==> src/pkg/lhcd_pkg.sv <==
// constants and types of the display host command decoder
package lhcd_pkg;

  // ------------------------------------------------------------
  // command codes
  // ------------------------------------------------------------
  localparam logic [7:0] CMD_OVERLAY   = 8'h5b;
  localparam logic [7:0] CMD_DISP_OFF  = 8'h58;
  localparam logic [7:0] CMD_DISP_ON   = 8'h59;
  localparam logic [7:0] CMD_CSR_WRITE = 8'h46;
  localparam logic [7:0] CMD_CURSOR_SHAPE_CMD  = 8'h5d;
  localparam logic [7:0] CMD_MEM_WRITE = 8'h42;
  // direction commands are 4ch..4fh, direction in the low two bits
  localparam logic [7:0] CMD_DIR_BASE  = 8'h4c;
  localparam logic [7:0] CMD_DIR_MASK  = 8'hfc;

  // ------------------------------------------------------------
  // register offsets and reset values
  // ------------------------------------------------------------
  localparam logic [7:0] OFS_DISPLAY_ENABLE     = 8'h09;
  localparam logic [7:0] OFS_DISPLAY_ATTRIBUTES = 8'h0a;
  localparam logic [7:0] OFS_CURSOR_WIDTH       = 8'h15;
  localparam logic [7:0] OFS_CURSOR_HEIGHT      = 8'h16;
  localparam logic [7:0] OFS_CURSOR_DIRECTION   = 8'h17;
  localparam logic [7:0] OFS_LAYER_OVERLAY      = 8'h18;
  localparam logic [7:0] OFS_CURSOR_ADDR_LOW    = 8'h1c;
  localparam logic [7:0] OFS_CURSOR_ADDR_HIGH   = 8'h1d;
  localparam logic [7:0]  REG_RESET  = 8'h00;
  localparam logic [15:0] ADDR_RESET = 16'h0000;

  // ------------------------------------------------------------
  // field positions and encodings
  // ------------------------------------------------------------
  localparam int DISP_EN_BIT      = 0;
  localparam int COMBINE_LSB      = 0;
  localparam int BLOCK1_TEXT_BIT  = 2;
  localparam int BLOCK3_TEXT_BIT  = 3;
  localparam int BLINK_LSB        = 0;
  localparam int BLOCK1_EN_LSB    = 2;
  localparam int BLOCK2_4_EN_LSB  = 4;
  localparam int BLOCK3_EN_LSB    = 6;
  localparam int SIZE_LSB         = 0;
  localparam int BLOCK_CURSOR_BIT = 7;
  localparam logic [1:0] DIR_RIGHT = 2'h0;
  localparam logic [1:0] DIR_LEFT  = 2'h1;
  localparam logic [1:0] DIR_UP    = 2'h2;
  localparam logic [1:0] DIR_DOWN  = 2'h3;
  localparam logic [1:0] BLINK_OFF    = 2'h0;
  localparam logic [1:0] BLINK_STEADY = 2'h1;
  localparam logic [1:0] BLINK_FAST   = 2'h2;
  localparam logic [1:0] BLINK_SLOW   = 2'h3;

  // ------------------------------------------------------------
  // sizes and timing
  // ------------------------------------------------------------
  localparam int BYTE_W        = 8;
  localparam int FIFO_DEPTH    = 32;
  localparam int CLK_PERIOD_NS = 10;
  // half period of the 2 hz flash
  localparam int BLINK_HALF_NS = 250000000;
  localparam int BLINK_HALF_CYC = BLINK_HALF_NS / CLK_PERIOD_NS;

  typedef enum logic [1:0] {
    ST_FETCH = 2'b01,
    ST_MWR   = 2'b10
  } lhcd_state_t;

endpackage : lhcd_pkg

==> src/verilog/lhcd_cursor_step.sv <==
// next cursor address for the selected movement direction
`timescale 1ns/100ps
module lhcd_cursor_step (
  input  wire logic [15:0] addr,   // current cursor address
  input  wire logic [1:0]  dir,    // movement direction
  input  wire logic [15:0] pitch,  // addresses per virtual line
  output logic      [15:0] next    // moved address
);
  // address space wraps at 16 bits, as the counter does
  always_comb begin
    unique case (dir)
      lhcd_pkg::DIR_RIGHT: next = addr + 16'h0001;
      lhcd_pkg::DIR_LEFT:  next = addr - 16'h0001;
      lhcd_pkg::DIR_UP:    next = addr - pitch;
      lhcd_pkg::DIR_DOWN:  next = addr + pitch;
    endcase
  end

endmodule : lhcd_cursor_step

==> src/verilog/lhcd_decoder.sv <==
// host command decoder of the character and graphics display controller
// Function
// - overlay parameter bits 1-0 pick combining
// - overlay bits 2,3 select text blocks
// - 58h clears, 59h sets display enable
// - attribute bits 1-0 select cursor blink
// - attribute bits hold three block enables
// - 46h loads cursor address, low first
// - 5dh first parameter holds cursor width
// - second parameter: height and block style
// - 4ch sets rightward cursor movement
// - 4fh sets downward cursor movement
// - 42h writes bytes, then moves cursor
`timescale 1ns/100ps
module lhcd_decoder #(
  parameter int BLINK_HALF_CYC = lhcd_pkg::BLINK_HALF_CYC,
  parameter int FIFO_DEPTH     = lhcd_pkg::FIFO_DEPTH
) (
  input  wire logic        clk,                 // 100 mhz system clock
  input  wire logic        rstn,                // sync reset, active low
  input  wire logic        host_wr,             // host write strobe
  input  wire logic        host_cmd_sel,        // 1 command, 0 data
  input  wire logic [7:0]  host_data,           // host byte
  output logic             host_ready,          // host may write
  input  wire logic [15:0] line_pitch,          // addresses per line
  output logic             mem_wr_valid,        // memory write request
  output logic [15:0]      mem_wr_addr,         // memory write address
  output logic [7:0]       mem_wr_data,         // memory write byte
  input  wire logic        mem_wr_ready,        // memory takes write
  output logic [7:0]       display_enable,      // display on/off reg
  output logic [7:0]       display_attributes,  // blink and blocks
  output logic [7:0]       cursor_width,        // cursor width reg
  output logic [7:0]       cursor_height_style, // height and style
  output logic [7:0]       cursor_direction,    // movement direction
  output logic [7:0]       layer_overlay,       // layer combining
  output logic [7:0]       cursor_address_low,  // cursor addr low
  output logic [7:0]       cursor_address_high, // cursor addr high
  output logic             cursor_visible       // blink phase
);
  localparam int BW = lhcd_pkg::BYTE_W;

  // ------------------------------------------------------------
  // input fifo
  // ------------------------------------------------------------
  logic          fifo_valid, fifo_ready, fifo_is_cmd;
  logic [BW:0]   fifo_word;
  logic [BW-1:0] fifo_byte;
  logic          fifo_in_ready;

  lhcd_fifo #(
    .W     (BW + 1),
    .DEPTH (FIFO_DEPTH)
  ) u_fifo (
    .clk       (clk),
    .rstn      (rstn),
    .in_valid  (host_wr),
    .in_ready  (fifo_in_ready),
    .in_data   ({host_cmd_sel, host_data}),
    .out_valid (fifo_valid),
    .out_ready (fifo_ready),
    .out_data  (fifo_word)
  );

  assign host_ready  = fifo_in_ready;
  assign fifo_is_cmd = fifo_word[BW];
  assign fifo_byte   = fifo_word[BW-1:0];

  // ------------------------------------------------------------
  // command and register state
  // ------------------------------------------------------------
  lhcd_pkg::lhcd_state_t state_r, state_nxt;
  logic [7:0]  cmd_r, cmd_nxt;
  logic [1:0]  pidx_r, pidx_nxt;
  logic [7:0]  den_r, den_nxt, attr_r, attr_nxt;
  logic [7:0]  cw_r, cw_nxt, chs_r, chs_nxt;
  logic [7:0]  dir_r, dir_nxt, ovl_r, ovl_nxt;
  logic [15:0] cur_r, cur_nxt, cur_step;
  logic        mv_r, mv_nxt;
  logic [15:0] ma_r, ma_nxt;
  logic [7:0]  md_r, md_nxt;
  logic        pop;

  lhcd_cursor_step u_step (
    .addr  (cur_r),
    .dir   (dir_r[1:0]),
    .pitch (line_pitch),
    .next  (cur_step)
  );

  assign fifo_ready = (state_r == lhcd_pkg::ST_FETCH);
  assign pop        = fifo_valid && fifo_ready;

  always_comb begin
    state_nxt = state_r;
    cmd_nxt   = cmd_r;
    pidx_nxt  = pidx_r;
    den_nxt   = den_r;
    attr_nxt  = attr_r;
    cw_nxt    = cw_r;
    chs_nxt   = chs_r;
    dir_nxt   = dir_r;
    ovl_nxt   = ovl_r;
    cur_nxt   = cur_r;
    mv_nxt    = mv_r;
    ma_nxt    = ma_r;
    md_nxt    = md_r;
    unique case (state_r)
      lhcd_pkg::ST_FETCH: begin
        if (pop && fifo_is_cmd) begin
          cmd_nxt  = fifo_byte;
          pidx_nxt = 2'h0;
          if (fifo_byte == lhcd_pkg::CMD_DISP_OFF) begin
            den_nxt[lhcd_pkg::DISP_EN_BIT] = 1'b0;
          end
          if (fifo_byte == lhcd_pkg::CMD_DISP_ON) begin
            den_nxt[lhcd_pkg::DISP_EN_BIT] = 1'b1;
          end
          if ((fifo_byte & lhcd_pkg::CMD_DIR_MASK)
              == lhcd_pkg::CMD_DIR_BASE) begin
            dir_nxt = {6'h00, fifo_byte[1:0]};
          end
        end else if (pop) begin
          if (pidx_r != 2'h3) begin
            pidx_nxt = pidx_r + 2'h1;
          end
          unique case (cmd_r)
            lhcd_pkg::CMD_OVERLAY: begin
              if (pidx_r == 2'h0) begin
                ovl_nxt = fifo_byte;
              end
            end
            lhcd_pkg::CMD_DISP_OFF, lhcd_pkg::CMD_DISP_ON: begin
              if (pidx_r == 2'h0) begin
                attr_nxt = fifo_byte;
              end
            end
            lhcd_pkg::CMD_CSR_WRITE: begin
              if (pidx_r == 2'h0) begin
                cur_nxt[7:0] = fifo_byte;
              end else if (pidx_r == 2'h1) begin
                cur_nxt[15:8] = fifo_byte;
              end
            end
            lhcd_pkg::CMD_CURSOR_SHAPE_CMD: begin
              if (pidx_r == 2'h0) begin
                cw_nxt = fifo_byte;
              end else if (pidx_r == 2'h1) begin
                chs_nxt = fifo_byte;
              end
            end
            lhcd_pkg::CMD_MEM_WRITE: begin
              mv_nxt    = 1'b1;
              ma_nxt    = cur_r;
              md_nxt    = fifo_byte;
              state_nxt = lhcd_pkg::ST_MWR;
            end
            default: begin
              // parameters of other commands are dropped
            end
          endcase
        end
      end
      lhcd_pkg::ST_MWR: begin
        if (mem_wr_ready) begin
          mv_nxt    = 1'b0;
          cur_nxt   = cur_step;
          state_nxt = lhcd_pkg::ST_FETCH;
        end
      end
    endcase
  end

  always_ff @(posedge clk) begin
    if (!rstn) begin
      state_r <= lhcd_pkg::ST_FETCH;
      cmd_r   <= lhcd_pkg::REG_RESET;
      pidx_r  <= 2'h0;
      den_r   <= lhcd_pkg::REG_RESET;
      attr_r  <= lhcd_pkg::REG_RESET;
      cw_r    <= lhcd_pkg::REG_RESET;
      chs_r   <= lhcd_pkg::REG_RESET;
      dir_r   <= lhcd_pkg::REG_RESET;
      ovl_r   <= lhcd_pkg::REG_RESET;
      cur_r   <= lhcd_pkg::ADDR_RESET;
      mv_r    <= 1'b0;
      ma_r    <= lhcd_pkg::ADDR_RESET;
      md_r    <= lhcd_pkg::REG_RESET;
    end else begin
      state_r <= state_nxt;
      cmd_r   <= cmd_nxt;
      pidx_r  <= pidx_nxt;
      den_r   <= den_nxt;
      attr_r  <= attr_nxt;
      cw_r    <= cw_nxt;
      chs_r   <= chs_nxt;
      dir_r   <= dir_nxt;
      ovl_r   <= ovl_nxt;
      cur_r   <= cur_nxt;
      mv_r    <= mv_nxt;
      ma_r    <= ma_nxt;
      md_r    <= md_nxt;
    end
  end

  // ------------------------------------------------------------
  // cursor blink
  // ------------------------------------------------------------
  logic [31:0] bcnt_r, bcnt_nxt;
  logic [1:0]  bph_r, bph_nxt;
  logic        vis_r, vis_nxt;

  always_comb begin
    bcnt_nxt = bcnt_r + 32'h1;
    bph_nxt  = bph_r;
    if (bcnt_r == 32'(BLINK_HALF_CYC - 1)) begin
      bcnt_nxt = 32'h0;
      bph_nxt  = bph_r + 2'h1;
    end
    unique case (attr_r[lhcd_pkg::BLINK_LSB +: 2])
      lhcd_pkg::BLINK_OFF:    vis_nxt = 1'b0;
      lhcd_pkg::BLINK_STEADY: vis_nxt = 1'b1;
      lhcd_pkg::BLINK_FAST:   vis_nxt = !bph_r[0];
      lhcd_pkg::BLINK_SLOW:   vis_nxt = !bph_r[1];
    endcase
  end

  always_ff @(posedge clk) begin
    if (!rstn) begin
      bcnt_r <= 32'h0;
      bph_r  <= 2'h0;
      vis_r  <= 1'b0;
    end else begin
      bcnt_r <= bcnt_nxt;
      bph_r  <= bph_nxt;
      vis_r  <= vis_nxt;
    end
  end

  // ------------------------------------------------------------
  // outputs
  // ------------------------------------------------------------
  assign mem_wr_valid        = mv_r;
  assign mem_wr_addr         = ma_r;
  assign mem_wr_data         = md_r;
  assign display_enable      = den_r;
  assign display_attributes  = attr_r;
  assign cursor_width        = cw_r;
  assign cursor_height_style = chs_r;
  assign cursor_direction    = dir_r;
  assign layer_overlay       = ovl_r;
  assign cursor_address_low  = cur_r[7:0];
  assign cursor_address_high = cur_r[15:8];
  assign cursor_visible      = vis_r;

  // ------------------------------------------------------------
  // assertions
  // ------------------------------------------------------------
  AST_DISP_OFF: assert property (@(posedge clk) disable iff (!rstn)
    pop && fifo_is_cmd && fifo_byte == lhcd_pkg::CMD_DISP_OFF
    |=> !display_enable[lhcd_pkg::DISP_EN_BIT])
    else $error("display not disabled by 58h");

  AST_DISP_ON: assert property (@(posedge clk) disable iff (!rstn)
    pop && fifo_is_cmd && fifo_byte == lhcd_pkg::CMD_DISP_ON
    |=> display_enable[lhcd_pkg::DISP_EN_BIT])
    else $error("display not enabled by 59h");

  AST_OVERLAY: assert property (@(posedge clk) disable iff (!rstn)
    pop && !fifo_is_cmd && cmd_r == lhcd_pkg::CMD_OVERLAY
    && pidx_r == 2'h0 |=> layer_overlay == $past(fifo_byte))
    else $error("overlay byte not stored");

  AST_ATTR: assert property (@(posedge clk) disable iff (!rstn)
    pop && !fifo_is_cmd && cmd_r == lhcd_pkg::CMD_DISP_ON
    && pidx_r == 2'h0 |=> display_attributes == $past(fifo_byte))
    else $error("attribute byte not stored");

  AST_CURSOR_WRITE_CMD: assert property (@(posedge clk) disable iff (!rstn)
    pop && !fifo_is_cmd && cmd_r == lhcd_pkg::CMD_CSR_WRITE
    && pidx_r == 2'h1
    |=> cursor_address_high == $past(fifo_byte)
    && cursor_address_low == $past(cursor_address_low))
    else $error("cursor high byte not loaded");

  AST_FORM: assert property (@(posedge clk) disable iff (!rstn)
    pop && !fifo_is_cmd && cmd_r == lhcd_pkg::CMD_CURSOR_SHAPE_CMD
    && pidx_r == 2'h1 |=> cursor_height_style == $past(fifo_byte))
    else $error("cursor height byte not stored");

  AST_DIR: assert property (@(posedge clk) disable iff (!rstn)
    pop && fifo_is_cmd
    && fifo_byte == (lhcd_pkg::CMD_DIR_BASE | 8'(lhcd_pkg::DIR_DOWN))
    |=> cursor_direction[1:0] == lhcd_pkg::DIR_DOWN)
    else $error("4fh did not select downward movement");

  AST_MWR: assert property (@(posedge clk) disable iff (!rstn)
    pop && !fifo_is_cmd && cmd_r == lhcd_pkg::CMD_MEM_WRITE
    |=> mem_wr_valid && mem_wr_addr == $past(cur_r)
    && mem_wr_data == $past(fifo_byte))
    else $error("memory write not issued at cursor");

  AST_ADVANCE: assert property (@(posedge clk) disable iff (!rstn)
    mem_wr_valid && mem_wr_ready && dir_r[1:0] == lhcd_pkg::DIR_DOWN
    |=> !mem_wr_valid && cur_r == $past(cur_r) + $past(line_pitch))
    else $error("cursor not moved down after write");

  AST_NEWCMD: assert property (@(posedge clk) disable iff (!rstn)
    pop && fifo_is_cmd |=> cmd_r == $past(fifo_byte) && pidx_r == 2'h0)
    else $error("command byte did not restart sequence");

  AST_BLINK: assert property (@(posedge clk) disable iff (!rstn)
    display_attributes[lhcd_pkg::BLINK_LSB +: 2] == lhcd_pkg::BLINK_STEADY
    ##1 display_attributes[lhcd_pkg::BLINK_LSB +: 2] == lhcd_pkg::BLINK_STEADY
    |-> cursor_visible)
    else $error("steady cursor not shown");

endmodule : lhcd_decoder

==> src/verilog/lhcd_fifo.sv <==
// byte fifo between host port and command decoder
`timescale 1ns/100ps
module lhcd_fifo #(
  parameter int W     = 9,
  parameter int DEPTH = 32
) (
  input  wire logic         clk,       // system clock
  input  wire logic         rstn,      // sync reset, active low
  input  wire logic         in_valid,  // write request
  output logic              in_ready,  // space left, registered
  input  wire logic [W-1:0] in_data,   // write word
  output logic              out_valid, // word available
  input  wire logic         out_ready, // consumer takes word
  output logic [W-1:0]      out_data   // head word
);
  localparam int AW = $clog2(DEPTH);

  logic [W-1:0] mem [DEPTH];
  logic [AW-1:0] wp_r, wp_nxt, rp_r, rp_nxt;
  logic [AW:0]   cnt_r, cnt_nxt;
  logic          full_r, full_nxt;
  // ready comes from its own flop so the port is registered
  logic          room_r, room_nxt;
  logic          push, pop;

  assign push      = in_valid && !full_r;
  assign pop       = out_valid && out_ready;
  assign in_ready  = room_r;
  assign out_valid = (cnt_r != '0);
  assign out_data  = mem[rp_r];

  always_comb begin
    wp_nxt  = push ? wp_r + 1'b1 : wp_r;
    rp_nxt  = pop ? rp_r + 1'b1 : rp_r;
    cnt_nxt = cnt_r;
    if (push && !pop) begin
      cnt_nxt = cnt_r + 1'b1;
    end else if (pop && !push) begin
      cnt_nxt = cnt_r - 1'b1;
    end
    full_nxt = (cnt_nxt == (AW+1)'(DEPTH));
    room_nxt = !full_nxt;
  end

  always_ff @(posedge clk) begin
    if (!rstn) begin
      wp_r   <= '0;
      rp_r   <= '0;
      cnt_r  <= '0;
      full_r <= 1'b0;
      room_r <= 1'b1;
    end else begin
      wp_r   <= wp_nxt;
      rp_r   <= rp_nxt;
      cnt_r  <= cnt_nxt;
      full_r <= full_nxt;
      room_r <= room_nxt;
    end
  end

  // storage has no reset, only pointers, count and flags do
  always_ff @(posedge clk) begin
    if (push) begin
      mem[wp_r] <= in_data;
    end
  end

endmodule : lhcd_fifo
==> config.mk <==
export PLATFORM = sky130hd
export DESIGN_NAME = lhcd_decoder
export DESIGN_NICKNAME = d
export VERILOG_FILES = /design/src/pkg/lhcd_pkg.sv /design/src/verilog/lhcd_cursor_step.sv /design/src/verilog/lhcd_decoder.sv /design/src/verilog/lhcd_fifo.sv
export SDC_FILE = /design/constraint.sdc
export NUM_CORES = 1
export LEC_CHECK = 0
export BUFFER_PORTS_ARGS = -buffer_cell sky130_fd_sc_hd__buf_2
export CAP_MARGIN = 10
export CELL_PAD_IN_SITES_DETAIL_PLACEMENT = 1
export CELL_PAD_IN_SITES_GLOBAL_PLACEMENT = 1
export CORE_ASPECT_RATIO = 0.9
export CORE_UTILIZATION = 40
export CTS_CLUSTER_DIAMETER = 80
export DETAILED_ROUTE_END_ITERATION = 10
export PLACE_DENSITY_LB_ADDON = 0.1
export SYNTH_ARGS = -nofsm -noshare
export SYNTH_HDL_FRONTEND = slang
export SYNTH_SLANG_ARGS = --single-unit
==> constraint.sdc <==
create_clock -name clk -period 10.1 [get_ports clk]
set_input_delay 0.505 -clock clk [delete_from_list [all_inputs] [get_ports clk]]
set_output_delay 0.505 -clock clk [all_outputs]
set_load 0.005 [all_outputs]
# --- Yosys cells after proc, flatten, opt, wreduce, memory -nomap -nowiden ---
# Memories as Yosys holds them, arrays and structs flattened. A register that Yosys moved wholly into a read port is not among the register bits.
# Cells that the tools add are included.
# W data, S select, Z words.
totals:
  elab_cells: 129
  register_bits: 141
  ramBits: 288
  in_bits: 29
  out_inout_bits: 91
  mem_count: 1
mem_list:
  columns: ["memory", "depth", "word_bits", "read_ports", "rd_clocked_by_memory_dff", "write_ports", "line", "rtl"]
  rows:
  - ["u_fifo.mem", 32, 9, 1, 1, 1, "lhcd_fifo.sv:18", "logic [W-1:0] mem [DEPTH];"]
classes:
  reduce_logical: 32
  eq_ne: 29
  n_bitwise: 3
  n_mux: 31
  n_addsub: 11
op_table:
  columns: ["cell", "count"]
  rows:
  - ["$eq A8 B7 Y1 const B", 8]
  - ["$mux W16", 4]
  - ["$pmux W16 S4", 1]
  - ["$add A32 B1 Y32 const B", 1]
  - ["$eq A32 B25 Y1 const B", 1]
  - ["$pmux W16 S2", 1]
  - ["$mux W8", 3]
  - ["$reduce_and A5 Y1", 4]
  - ["$ne A2 B2 Y1 const B", 9]
  - ["$add A16 B1 Y16 const B", 1]
  - ["$add A16 B16 Y16", 1]
  - ["$sub A16 B1 Y16 const B", 1]
  - ["$sub A16 B16 Y16", 1]
  - ["$mux W2", 7]
  - ["$mux W6", 2]
  - ["$reduce_and A6 Y1", 2]
  - ["$add A5 B1 Y5 const B", 2]
  - ["$eq A2 B2 Y1 const B", 5]
  - ["$mux W5", 2]
  - ["$reduce_and A3 Y1", 3]
  - ["$eq A2 B1 Y1 const B", 4]
  - ["$mux W1", 8]
  - ["$reduce_and A4 Y1", 2]
  - ["$add A6 B1 Y6 const B", 1]
  - ["other kinds (15)", 32]

# --- Logic depth before layout (Yosys ltp) ---
# Gate-level depths: netlist (run 1).
logic_depth:
  word_depth: 8
  mapped_depth: 16
  ltp_nobuf: 16

# --- By module ---
# A second synthesis (run 1) with hierarchy kept.
unflattened:
  cells_unflattened: 1389
  area_unflattened_um2: 18660.4
modules_own_cells:
  columns: ["mod", "instances", "area_per_inst_um2", "cells_each", "seq_area_each_um2"]
  rows:
  - ["lhcd_fifo", 1, 12226.7, 604, 9108.7]
  - ["lhcd_decoder", 1, 5102.4, 585, 2442.3]
  - ["lhcd_cursor_step", 1, 1331.3, 200, 0.0]

# --- Least setup slack after synthesis (run 1) ---
# OpenSTA, ideal clock, no wires.
synth_path:
  kind: "input-to-reg"
  from: "input port line_pitch[0]"
  to: "register cur_r[15]"
  stages: 16
  setup_time_ns: 0.116
  t_required_ns: 9.984
  slack_ns: 6.331
  n_path_buf: 0
  arrival_time_ns: 3.653
  path_cell_list: "inv_1 > ha_1 > inv_1 > nor3_1 > nor3b_1 > nand2_1 > nor4_1 > nor2_1 > xnor2_1 > ha_1 > and2_1 > a22o_1 > a211oi_1 > o21ai_0 > or4_1 > a41o_1"
synth_between:
  elab_chain_len: 4
  elab_cells_between_ends: 5
  classes_between: "2 x add/sub; 3 x mux"
synth_lines:
  columns: ["element", "line", "rtl"]
  rows:
  - ["from (decl)", "lhcd_decoder.sv:25", "input wire logic [15:0] line_pitch,"]
  - ["$add A16 B16 Y16 or $sub A16 B16 Y16 (tied branches)", "lhcd_cursor_step.sv:15, lhcd_cursor_step.sv:14", null]
  - ["$pmux W16 S4 (*)", "lhcd_cursor_step.sv:11", "unique case (dir)"]
  - ["$mux W16 (*)", "lhcd_decoder.sv:164", "if (mem_wr_ready) begin"]
  - ["$pmux W16 S2 (*)", "lhcd_decoder.sv:107", "unique case (state_r)"]
  - ["to (signal assigned)", "lhcd_decoder.sv:184", "cur_r <= lhcd_pkg::ADDR_RESET;"]
  - ["to (signal assigned)", "lhcd_decoder.sv:198", "cur_r <= cur_nxt;"]
  - ["to (decl)", "lhcd_decoder.sv:77", "logic [15:0] cur_r, cur_nxt, cur_step;"]
# Mark *: on every way between the ends. The rest lies on a longest branch, timed or not. The select of a mux whose other input is x is not followed.
# A chain may end at the register's enable or synchronous reset.

==> results.yml, run 1 <==
critical_path:
  critPathLaunchType: "flop"
  crit_required_ns: 10.52
  max_stage_delay_ns: 0.86
  end_kind: "flop"
  crit_path_max_fanout: 38
  worst_ep_arrival_time_ns: 4.70
  cp_cell_sequence: "buf_4 -> mux4_1 -> o22ai_1 -> a32oi_1 -> a21oi_1 -> nand3_2 -> mux2i_1 -> nor2_1"
  cpMaxStageDelayCell: "nand3_2"
  critical_path_class: "reg -> reg"
timing:
  tightest_slew_ns: 1.268
  finalSetupTns_ns: 0
  whs_ns: 0.2062
  rsz0062_at_grt: "false"
  finalHoldViolations: 0
  fin_worst_skew_ns: 0.01797
  worst_slack_ns: 5.825
  fin_crit_ns: 4.275
  finalSetupViolCount: 0
  relSlewSlack: 0.1514
  period_share: 0.4232
  slew_viol_final: 0
  fmax_mhz: 233.9
cts:
  cts_tree: "built"
  clk_pin_slew_ns: 0.06
  clock-root-buffer: "clkbuf_16"
  postCtsSetupBuffers: 0
  cts_repair_resize_count: 0
  cts_buffers: 47
  clk_latency_ns: 0.58
  cts.sinks: 433
  cts_buffer_depth: 3
  cts_max_level: 2
  hold_buffers: 0
min_path:
  hp-class: "in -> reg"
  min_from: "mem_wr_ready"
logic_synthesis:
  syn_area_sq_mm: 0.01853
  ys.flop_type: "edfxtp_1"
  ys_types: 76
  async_flop_share: 0
  synth_edf_count: 288
  yosysWarnings: 0
  synth-seq-area-share: 0.6234
  ys_ff_latch: 433
  syn_avg_cell_area_sq_um: 13.53
  syn_inst: 1369
global_routing:
  grt_pass1_vias: 11697
  grt_antenna_before_repair: 2
  grt_max_degree: 81
  grt_use_total: 0.2089
  grt_overflow_total: 0
  grt_pass1_wl_microns: 73710
route:
  avgViaCountPerCell: 5.476
  drc: 0
  drt_wl_total_microns: 48840
  routedWlPerCell_microns: 23.01
  drtPass1Iterations: 5
  dr.first_iter.drc_count: 771
  vias: 11626
  ant_nets: 0
place:
  place.port_buffers: 106
  dp_slack_ns: 5.628
  place_hpwl_microns: 31280
  gp_congestion: 0.8135
die:
  coreArea_sq_mm: 0.04555
  rows: 74
  start_util: 0.4068
  die_h_microns: 206.2
  dieWidth_microns: 228.9
  die-area_sq_mm: 0.04719
  pin_count: 120
layout:
  drive_gt1_frac: 0.1744
  syn_to_final_growth_pct: 13.82
  utilization: 0.4630
  nets: 1538
  n_fill_cell: 4716
power:
  p_int_mw: 3.263
  p_sw_frac: 0.2843
  switching_power_mw: 1.296
  clock_power_share: 0.368
  p_leak_nw: 7.804
  p_comb_frac: 0.183
  power_mw: 4.559
  p_per_area_mw_per_mm2: 216.2
  p_seq_frac: 0.449
  peakVddDrop_v: 0.0001440
outcome:
  status: "complete, no violations"
job:
  drv_cap: 0
state kept, by name, summed over array words and instances (netlist names), named ones only:
| register | flops |
|---|---|
| u_fifo.mem | 288 |
| bcnt_r | 32 |
| cur_r | 16 |
| mem_wr_addr | 16 |
| cmd_r | 8 |
| cursor_height_style | 8 |
| cursor_width | 8 |
| display_attributes | 8 |
| layer_overlay | 8 |
| mem_wr_data | 8 |
| u_fifo.cnt_r | 6 |
| u_fifo.rp_r | 5 |
| u_fifo.wp_r | 5 |
| bph_r | 2 |
| cursor_direction | 2 |
| pidx_r | 2 |
| cursor_visible | 1 |
| display_enable | 1 |
| mem_wr_valid | 1 |
| state_r | 1 |
| u_fifo.full_r | 1 |
| u_fifo.in_ready | 1 |
cell families after synthesis:
kind of cell               Yosys count  synth area share
AOI/OAI and AO/OA                  154           0.05645
DFF                                433            0.6234
and+or+nand+nor                    424            0.1088
xor gates and xnor gates            56           0.02647
buffers and inverters               99           0.02674
muxes                              173            0.1380
other                                1         0.0002024
adders and majority gates           29           0.01999
synth_stat cells, types with 4 or more instances:
library cell  count  area (sq um)
nand2b_1         13         81.33
xor2_1           30         262.8
o211ai_1          4         30.03
a21o_1           10         75.07
mux4_1            5         131.4
a311oi_1          4         35.03
inv_1            26         97.59
or3_1             6         37.54
a32oi_1           6         52.55
nor3_1           29         145.1
a211oi_1         12         90.09
nand4_1          13         81.33
nand3_1          31         155.2
and2_1            9         56.30
dfxtp_1         145          2903
a22oi_1           6         45.04
nor2b_1          16         100.1
mux4_2           59          1329
clkbuf_1         33         123.9
nor2_1          186         698.2
buf_1             4         15.01
buf_4            19         142.6
buf_2            11         55.05
nor3b_1           5         37.54
o21a_1            7         52.55
and3_1           10         62.56
edfxtp_1        288          8648
o21ai_0          26         130.1
xnor2_1          26         227.7
ha_1             28         350.3
nand2_1          76         285.3
mux2i_1         105          1051
a21oi_1          40         200.2
a31oi_1           8         50.05
nor4_1            8         50.05
mux2_2            4         45.04
layout by cell type (no fill, tap or decap), drive strengths merged, types with 13 or more instances in the layout:
cell,instances
a21oi,40
mux4,64
inv,27
nand2b,13
dfxtp,145
xor2,30
nand4,15
nand3,32
nor2b,16
nor3,30
clkbuf,69
ha,28
nor2,186
nand2,76
conb,13
buf,121
mux2i,105
xnor2,26
o21ai,27
edfxtp,288
cell type report:
class	count	area (sq um)	area share
Tap cell	608	760.7	0.03607
Antenna cell	1	2.502	0.0001187
Clock buffer	69	1361	0.06455
Multi-Input combinational cell	849	6528	0.3095
Clock inverter	14	130.1	0.006170
Timing Repair Buffer	121	643.1	0.03049
Inverter	28	106.4	0.005043
Sequential cell	433	11560	0.5481
critical path: cells and delay by family, from the launching register on:
family                 cells  cell delay, ns
AOI/OAI and AO/OA          3            1.02
DFF                        1            0.74
muxes                      2            0.79
and+or+nand+nor            2            0.93
buffers and inverters      1            0.63
per-layer routing:
| layer | global-route usage | share of wire |
|---|---|---|
| met5 | 0 | 0.00027 |
| met4 | 0.06500 | 0.021 |
| met3 | 0.04070 | 0.058 |
| met2 | 0.3185 | 0.45 |
| met1 | 0.3012 | 0.48 |
final timing paths:
| check | to | slack, ns | depth (start not counted) |
|---|---|---|---|
| worst max-delay path | mem_wr_addr[5] | 5.83 | 8 |
| worst min-delay path | mem_wr_valid | 0.21 | 2 |
| worst max register to register | mem_wr_addr[5] | 5.83 | 8 |
| worst min register to register | bcnt_r[0] | 0.45 | 1 |
power by group through the flow:
stage / Clock, mW / Combinational (mW) / Sequential, mW
finish: 1.68 / 0.836 / 2.05
global route: 1.78 / 0.910 / 2.06
CTS: 1.73 / 0.848 / 2.05
detailed placement: 0 / 0.844 / 2.09
global placement: 0 / 0.831 / 2.08
floorplan: 0 / 0.626 / 2.01
metrics by stage:
stage	instance area [sq um]	instances
6_report	21090	2123
5_1_grt	21090	2122
4_1_cts	21090	2122
3_5_place_dp	19600	2039
3_3_place_gp	19600	2039
2_1_floorplan	18570	1381
Note: power is estimated with default switching activity, not from simulation.
==> run 2: changes to the inputs <==
--- a/config.mk
+++ b/config.mk
@@ -5,6 +5,7 @@
 export SDC_FILE = /design/constraint.sdc
 export NUM_CORES = 1
 export LEC_CHECK = 0
+export ABC_AREA = 1
 export BUFFER_PORTS_ARGS = -buffer_cell sky130_fd_sc_hd__buf_2
 export CAP_MARGIN = 10
 export CELL_PAD_IN_SITES_DETAIL_PLACEMENT = 1
==> constraint.sdc (replaced) <==
create_clock -name clk -period 4.15 [get_ports clk]
set_input_delay 0.2075 -clock clk [delete_from_list [all_inputs] [get_ports clk]]
set_output_delay 0.2075 -clock clk [all_outputs]
set_load 0.005 [all_outputs]
==> run 2 against run 1 <==
Clock skew is 0.0040 ns lower. Critical path depth increased by 7. Worst hold slack lost 0.0064 ns. Clock power rose to 2.7 times the previous value. Register-to-register slack got worse by 4.8 ns. Power rose to 2.8 times the previous value. Synthesized cell count is 59% higher. Via count rose by 30%. Setup slack got worse by 4.8 ns. First-iteration DRC count grew 13%. Non-clock buffer count is 8 higher. Die area is 6.1% higher. Critical endpoint is now cur_r[14].
==> results.yml, run 2 <==
layout:
  largest-register: "u_fifo.mem"
  final_cell_mix: "608 x nand2_1, 288 x edfxtp_1, 282 x nand3_1, 262 x nor2_1, 168 x inv_1"
  nets: 2322
  drive_gt1_frac: 0.1051
  reg_top3: "u_fifo.mem x288, bcnt_r x32"
  n_fill_cell: 5590
  syn_to_final_growth_pct: 12.81
  layout_commonest_cell: "nand2_1"
  largest_reg_flops: 288
critical_path:
  critical_path_class: "reg -> reg"
  cpMaxStageDelayCell: "dfxtp_1"
  end_kind: "flop"
  crit_required_ns: 4.62
  cp_cell_sequence: "clkinv_1 -> o21ai_0 -> xor2_1 -> inv_1 -> ha_1 -> a21oi_1 -> o21ai_0 -> nand2_1 -> nand3_1 -> a21oi_1 -> nand2_1 -> nand2_1 -> o21ai_0 -> nor2_1 -> nor2_1"
  max_stage_delay_ns: 0.59
  path_buf_inv: 2
  crit_path_max_fanout: 11
  worst_ep_arrival_time_ns: 3.63
  critical_path.top_delay_family: "compound AO/OA/AOI/OAI gates"
  r2r_slack_ns: 1.0
  critPathLaunchType: "flop"
power:
  switching_power_mw: 4.343
  p_sw_frac: 0.3438
  peakVddDrop_v: 0.0003198
  p_per_area_mw_per_mm2: 569.3
  p_leak_nw: 9.109
  p_comb_frac: 0.261
  p_seq_frac: 0.385
  clock_power_share: 0.354
  p_int_mw: 8.288
logic_synthesis:
  synth-seq-area-share: 0.5873
  synth_most_common_cell: "nand2_1"
  yosys-top-cells-count: "608 x nand2_1, 288 x edfxtp_1, 282 x nand3_1"
  yosysWarnings: 0
  syn_area_sq_mm: 0.01967
  synth_edf_count: 288
  async_flop_share: 0
  ys.flop_type: "edfxtp_1"
  synth_top_area_share: 0.4397
  synth_top_area_cell: "edfxtp_1"
  syn_inst: 2172
  syn_avg_cell_area_sq_um: 9.055
  ys_ff_latch: 433
  ys_types: 52
  synth_area_leaders: "edfxtp_1 44%, dfxtp_1 15%, nand2_1 12%"
timing:
  tightest_slew_ns: 1.113
  fmax_mhz: 317.0
  rsz0062_at_grt: "false"
  finalHoldViolations: 0
  finalSetupViolCount: 0
  finalSetupTns_ns: 0
  slew_viol_final: 0
  fin_crit_ns: 3.154
  period_share: 0.7600
  worst_slack_ns: 0.9959
  fin_worst_skew_ns: 0.01399
  relSlewSlack: 0.2564
cts:
  clk_latency_ns: 0.58
  clock-root-buffer: "clkbuf_16"
  cts_buffers: 48
  postCtsSetupBuffers: 0
  cts_max_level: 2
  cts_buffer_depth: 3
  cts.sinks: 433
  cts_tree: "built"
  clk_pin_slew_ns: 0.06
route:
  drc: 0
  dr.first_iter.drc_count: 871
  ant_nets: 0
  drtPass1Iterations: 5
  routedWlPerCell_microns: 19.66
  avgViaCountPerCell: 5.152
  drt_wl_total_microns: 57540
  vias: 15080
die:
  rows: 76
  die-area_sq_mm: 0.05006
  die_h_microns: 212.4
  dieWidth_microns: 235.7
  start_util: 0.4079
  pin_count: 120
  coreArea_sq_mm: 0.04821
global_routing:
  grt_pass1_wl_microns: 89720
  grt_overflow_total: 0
  grt_use_total: 0.2321
  grt_pass1_vias: 15426
  grt_max_degree: 91
  grt_antenna_before_repair: 1
place:
  place_hpwl_microns: 37890
  gp_congestion: 0.8156
  dp_slack_ns: 1.073
  place.port_buffers: 106
outcome:
  status: "complete, no violations"
min_path:
  hp-class: "in -> reg"
job:
  drv_cap: 0
==> run 2: cells by family (layout without fill, tap and decap cells) <==
logic type / Yosys count / count (layout) / share of synthesized area
simple gates: 1243 / 1243 / 0.2674
buf+inv: 276 / 394 / 0.06871
fa+ha+maj: 29 / 29 / 0.01883
flops: 433 / 433 / 0.5873
compound gates: 159 / 159 / 0.04377
xor+xnor: 31 / 31 / 0.01380
other cells: 1 / 14 / 0.0001907
==> run 2: routing by layer <==
metal,GRT usage,part of all wire
met3,0.04285,0.048
met1,0.3239,0.48
met5,0,0
met2,0.3716,0.45
met4,0.06108,0.020
==> run 2: final cells by class <==
cell class,count,area (sq um),area share
Antenna cell,1,2.502,0.0001128
Clock inverter,21,252.7,0.01139
Tap cell,624,780.7,0.03519
Inverter,177,671.9,0.03028
Multi-Input combinational cell,1475,6810,0.3070
Timing Repair Buffer,129,718.2,0.03237
Clock buffer,67,1394,0.06282
Sequential cell,433,11560,0.5209
==> run 2: worst paths after layout <==
path | start | endpoint | cells past startpoint
hold / removal | host_cmd_sel | u_fifo.mem[16][8] | 1
hold reg to reg | cmd_r[6] | cmd_r[6] | 2
setup reg to reg | cursor_direction[0] | cur_r[14] | 15
setup / recovery | cursor_direction[0] | cur_r[14] | 15
==> run 2: what timing repair did <==
item	in CTS	in global routing
gates resized for setup	0	0
hold buffers	1	0
endpoints found under the hold margin	2	0
==> run 2: power by group through the flow <==
stage / combinational (mW) / clock [mW] / sequential [mW]
after floorplan: 2.40 / 0 / 4.89
after global placement: 3.23 / 0 / 4.95
after detailed placement: 3.30 / 0 / 4.95
after CTS: 3.33 / 4.56 / 4.86
after global routing: 3.71 / 4.72 / 4.88
final: 3.30 / 4.47 / 4.86
==> run 2: stage by stage <==
stage / total power, mW / area (sq um) / hold WS, ns / std cells / util
after floorplan: 7.285 / 19710 / 0.3064 / 2184 / -
after global placement: 8.179 / 20530 / 0.4446 / 2837 / 0.4258
after detailed placement: 8.257 / 20530 / 0.4564 / 2837 / 0.4258
after CTS: 12.75 / 22180 / 0.1672 / 2926 / 0.4601
after global routing: 13.31 / 22180 / 0.1869 / 2926 / 0.4601
final: 12.63 / 22190 / 0.1998 / 2927 / 0.4602
==> run 3: changes to the inputs <==
--- a/config.mk
+++ b/config.mk
@@ -5,7 +5,7 @@
 export SDC_FILE = /design/constraint.sdc
 export NUM_CORES = 1
 export LEC_CHECK = 0
-export ABC_AREA = 1
+export ABC_AREA = 0
 export BUFFER_PORTS_ARGS = -buffer_cell sky130_fd_sc_hd__buf_2
 export CAP_MARGIN = 10
 export CELL_PAD_IN_SITES_DETAIL_PLACEMENT = 1
==> constraint.sdc (replaced) <==
create_clock -name clk -period 2.7 [get_ports clk]
set_input_delay 0.135 -clock clk [delete_from_list [all_inputs] [get_ports clk]]
set_output_delay 0.135 -clock clk [all_outputs]
set_load 0.005 [all_outputs]
==> run 3 against run 2 <==
Largest power group unchanged. Clock-buffer cell count rose by 5. Global-route usage fell by 0.97 points. Final area rose by 7.5%. The run now ends with negative setup slack left. Fmax rose by 11%. Worst hold slack got worse by 0.12 ns. Critical path type unchanged. Combinational power rose by 46%. Power rose by 47%. Critical path depth fell by 3.
==> results.yml, run 3 (synthesis gave the netlist of run 1 again) <==
outcome:
  status: "finished, violations left"
  failed_checks: "negative setup slack"
power:
  p_seq_frac: 0.400
  power_mw: 18.61
  p_per_area_mw_per_mm2: 780.1
  p_leak_nw: 9.189
  switching_power_mw: 5.356
  p_sw_frac: 0.2877
  p_int_mw: 13.26
  peakVddDrop_v: 0.0005465
  clock_power_share: 0.341
  p_comb_frac: 0.259
timing:
  finalSetupViolCount: 5
  slew_viol_final: 0
  relSlewSlack: 0.5145
  fmax_mhz: 352.8
  fin_crit_ns: 2.834
  whs_ns: 0.07743
  period_share: 1.050
  rsz0062_at_grt: "true"
  finalSetupTns_ns: -0.2853
  fin_worst_skew_ns: 0.02377
  worst_slack_ns: -0.1344
  tightest_slew_ns: 0.7283
  finalHoldViolations: 0
route:
  vias: 12522
  drt_wl_total_microns: 52380
  drc: 0
  ant_nets: 0
  avgViaCountPerCell: 5.324
  routedWlPerCell_microns: 22.27
  drtPass1Iterations: 5
  dr.first_iter.drc_count: 763
place:
  dp_slack_ns: -0.8181
  gp_congestion: 0.8399
  place_hpwl_microns: 35360
  dpl_cell_area_sq_mm: 0.02123
  place.port_buffers: 106
  dp_cells: 2213
layout:
  diodes: 0
  utilization: 0.5238
  layout_commonest_cell: "edfxtp_1"
  syn_to_final_growth_pct: 28.77
  final_cell_area_sq_mm: 0.02386
  largest-register: "u_fifo.mem"
  largest_reg_flops: 288
  fin_cells: 2352
  nets: 1763
  reg_top3: "u_fifo.mem x288, bcnt_r x32"
  n_fill_cell: 4584
  drive_gt1_frac: 0.3222
  final_cell_mix: "288 x edfxtp_1, 183 x nor2_1, 180 x buf_4, 141 x dfxtp_1, 105 x buf_2"
critical_path:
  max_stage_delay_ns: 0.52
  cp_cell_sequence: "buf_6 -> nor3_4 -> a21oi_1 -> o21ai_1 -> ha_2 -> o21a_1 -> o21a_1 -> o22a_1 -> a211oi_4 -> o21ai_2 -> or4_1 -> a41o_1"
  path_buf_inv: 1
  crit_path_max_fanout: 4
  cpMaxStageDelayCell: "or4_1"
  cp_common_cell: "o21a_1"
  worst_ep_arrival_time_ns: 3.31
  critPathLaunchType: "flop"
  critical_path_class: "reg -> reg"
  crit_required_ns: 3.18
  critical_path.top_delay_family: "compound AO/OA/AOI/OAI gates"
  end_kind: "flop"
global_routing:
  grt_pass1_vias: 12748
  grt_max_degree: 81
  grt_use_total: 0.2225
  grt_overflow_total: 0
  grt_pass1_wl_microns: 78580
  grt_antenna_before_repair: 2
min_path:
  hp-class: "in -> reg"
cts:
  clk_latency_ns: 0.60
  cts.sinks: 433
  cts_buffer_depth: 3
  cts_max_level: 2
  clk_pin_slew_ns: 0.06
  cts_tree: "built"
  clock-root-buffer: "clkbuf_16"
  cts_buffers: 47
die:
  pin_count: 120
  coreArea_sq_mm: 0.04555
  die_h_microns: 206.2
  start_util: 0.4068
  dieWidth_microns: 228.9
  rows: 74
  die-area_sq_mm: 0.04719
job:
  drv_cap: 0
run 3: path summary, 6_finish.rpt:
check / slack [ns] / from / end / depth (start not counted)
worst max-delay path: -0.13 / cursor_direction[0] / cur_r[15] / 12
worst min-delay path: 0.08 / host_data[0] / u_fifo.mem[8][0] / 1
worst max register to register: -0.13 / cursor_direction[0] / cur_r[15] / 12
worst min register to register: 0.46 / bcnt_r[0] / bcnt_r[0] / 1
run 3: cell type report:
cell class	instances	area [sq um]	share of cell area
Tap cell	608	760.7	0.03188
Clock buffer	72	1310	0.05491
Timing Repair Buffer	346	2854	0.1196
Inverter	28	131.4	0.005506
Clock inverter	16	188.9	0.007919
Multi-Input combinational cell	849	7048	0.2954
Sequential cell	433	11570	0.4848
run 3: power by group through the flow:
stage	clock, mW	sequential (mW)	combinational, mW
3_3_place_gp	0	7.63	3.99
5_1_grt	6.73	7.47	5.18
3_5_place_dp	0	7.64	4.05
4_1_cts	6.49	7.44	4.47
6_report	6.34	7.45	4.83
2_1_floorplan	0	7.54	2.35
run 3: timing repair:
item	CTS	global route
setup endpoints to repair	77	47
gates resized for setup	67	91
setup buffers	23	27
pin swaps	19	48
hold buffers	3	0
cloned	4	0
endpoints found under the hold margin	20	0
run 3: metal layers:
metal | share of wire | vias to the layer above | track usage
met3 | 0.042 | 76 | 0.04098
met4 | 0.020 | 2 | 0.06310
li1 | - | 5779 | -
met2 | 0.46 | 241 | 0.3514
met1 | 0.47 | 6424 | 0.3142
met5 | 0.00025 | - | 0
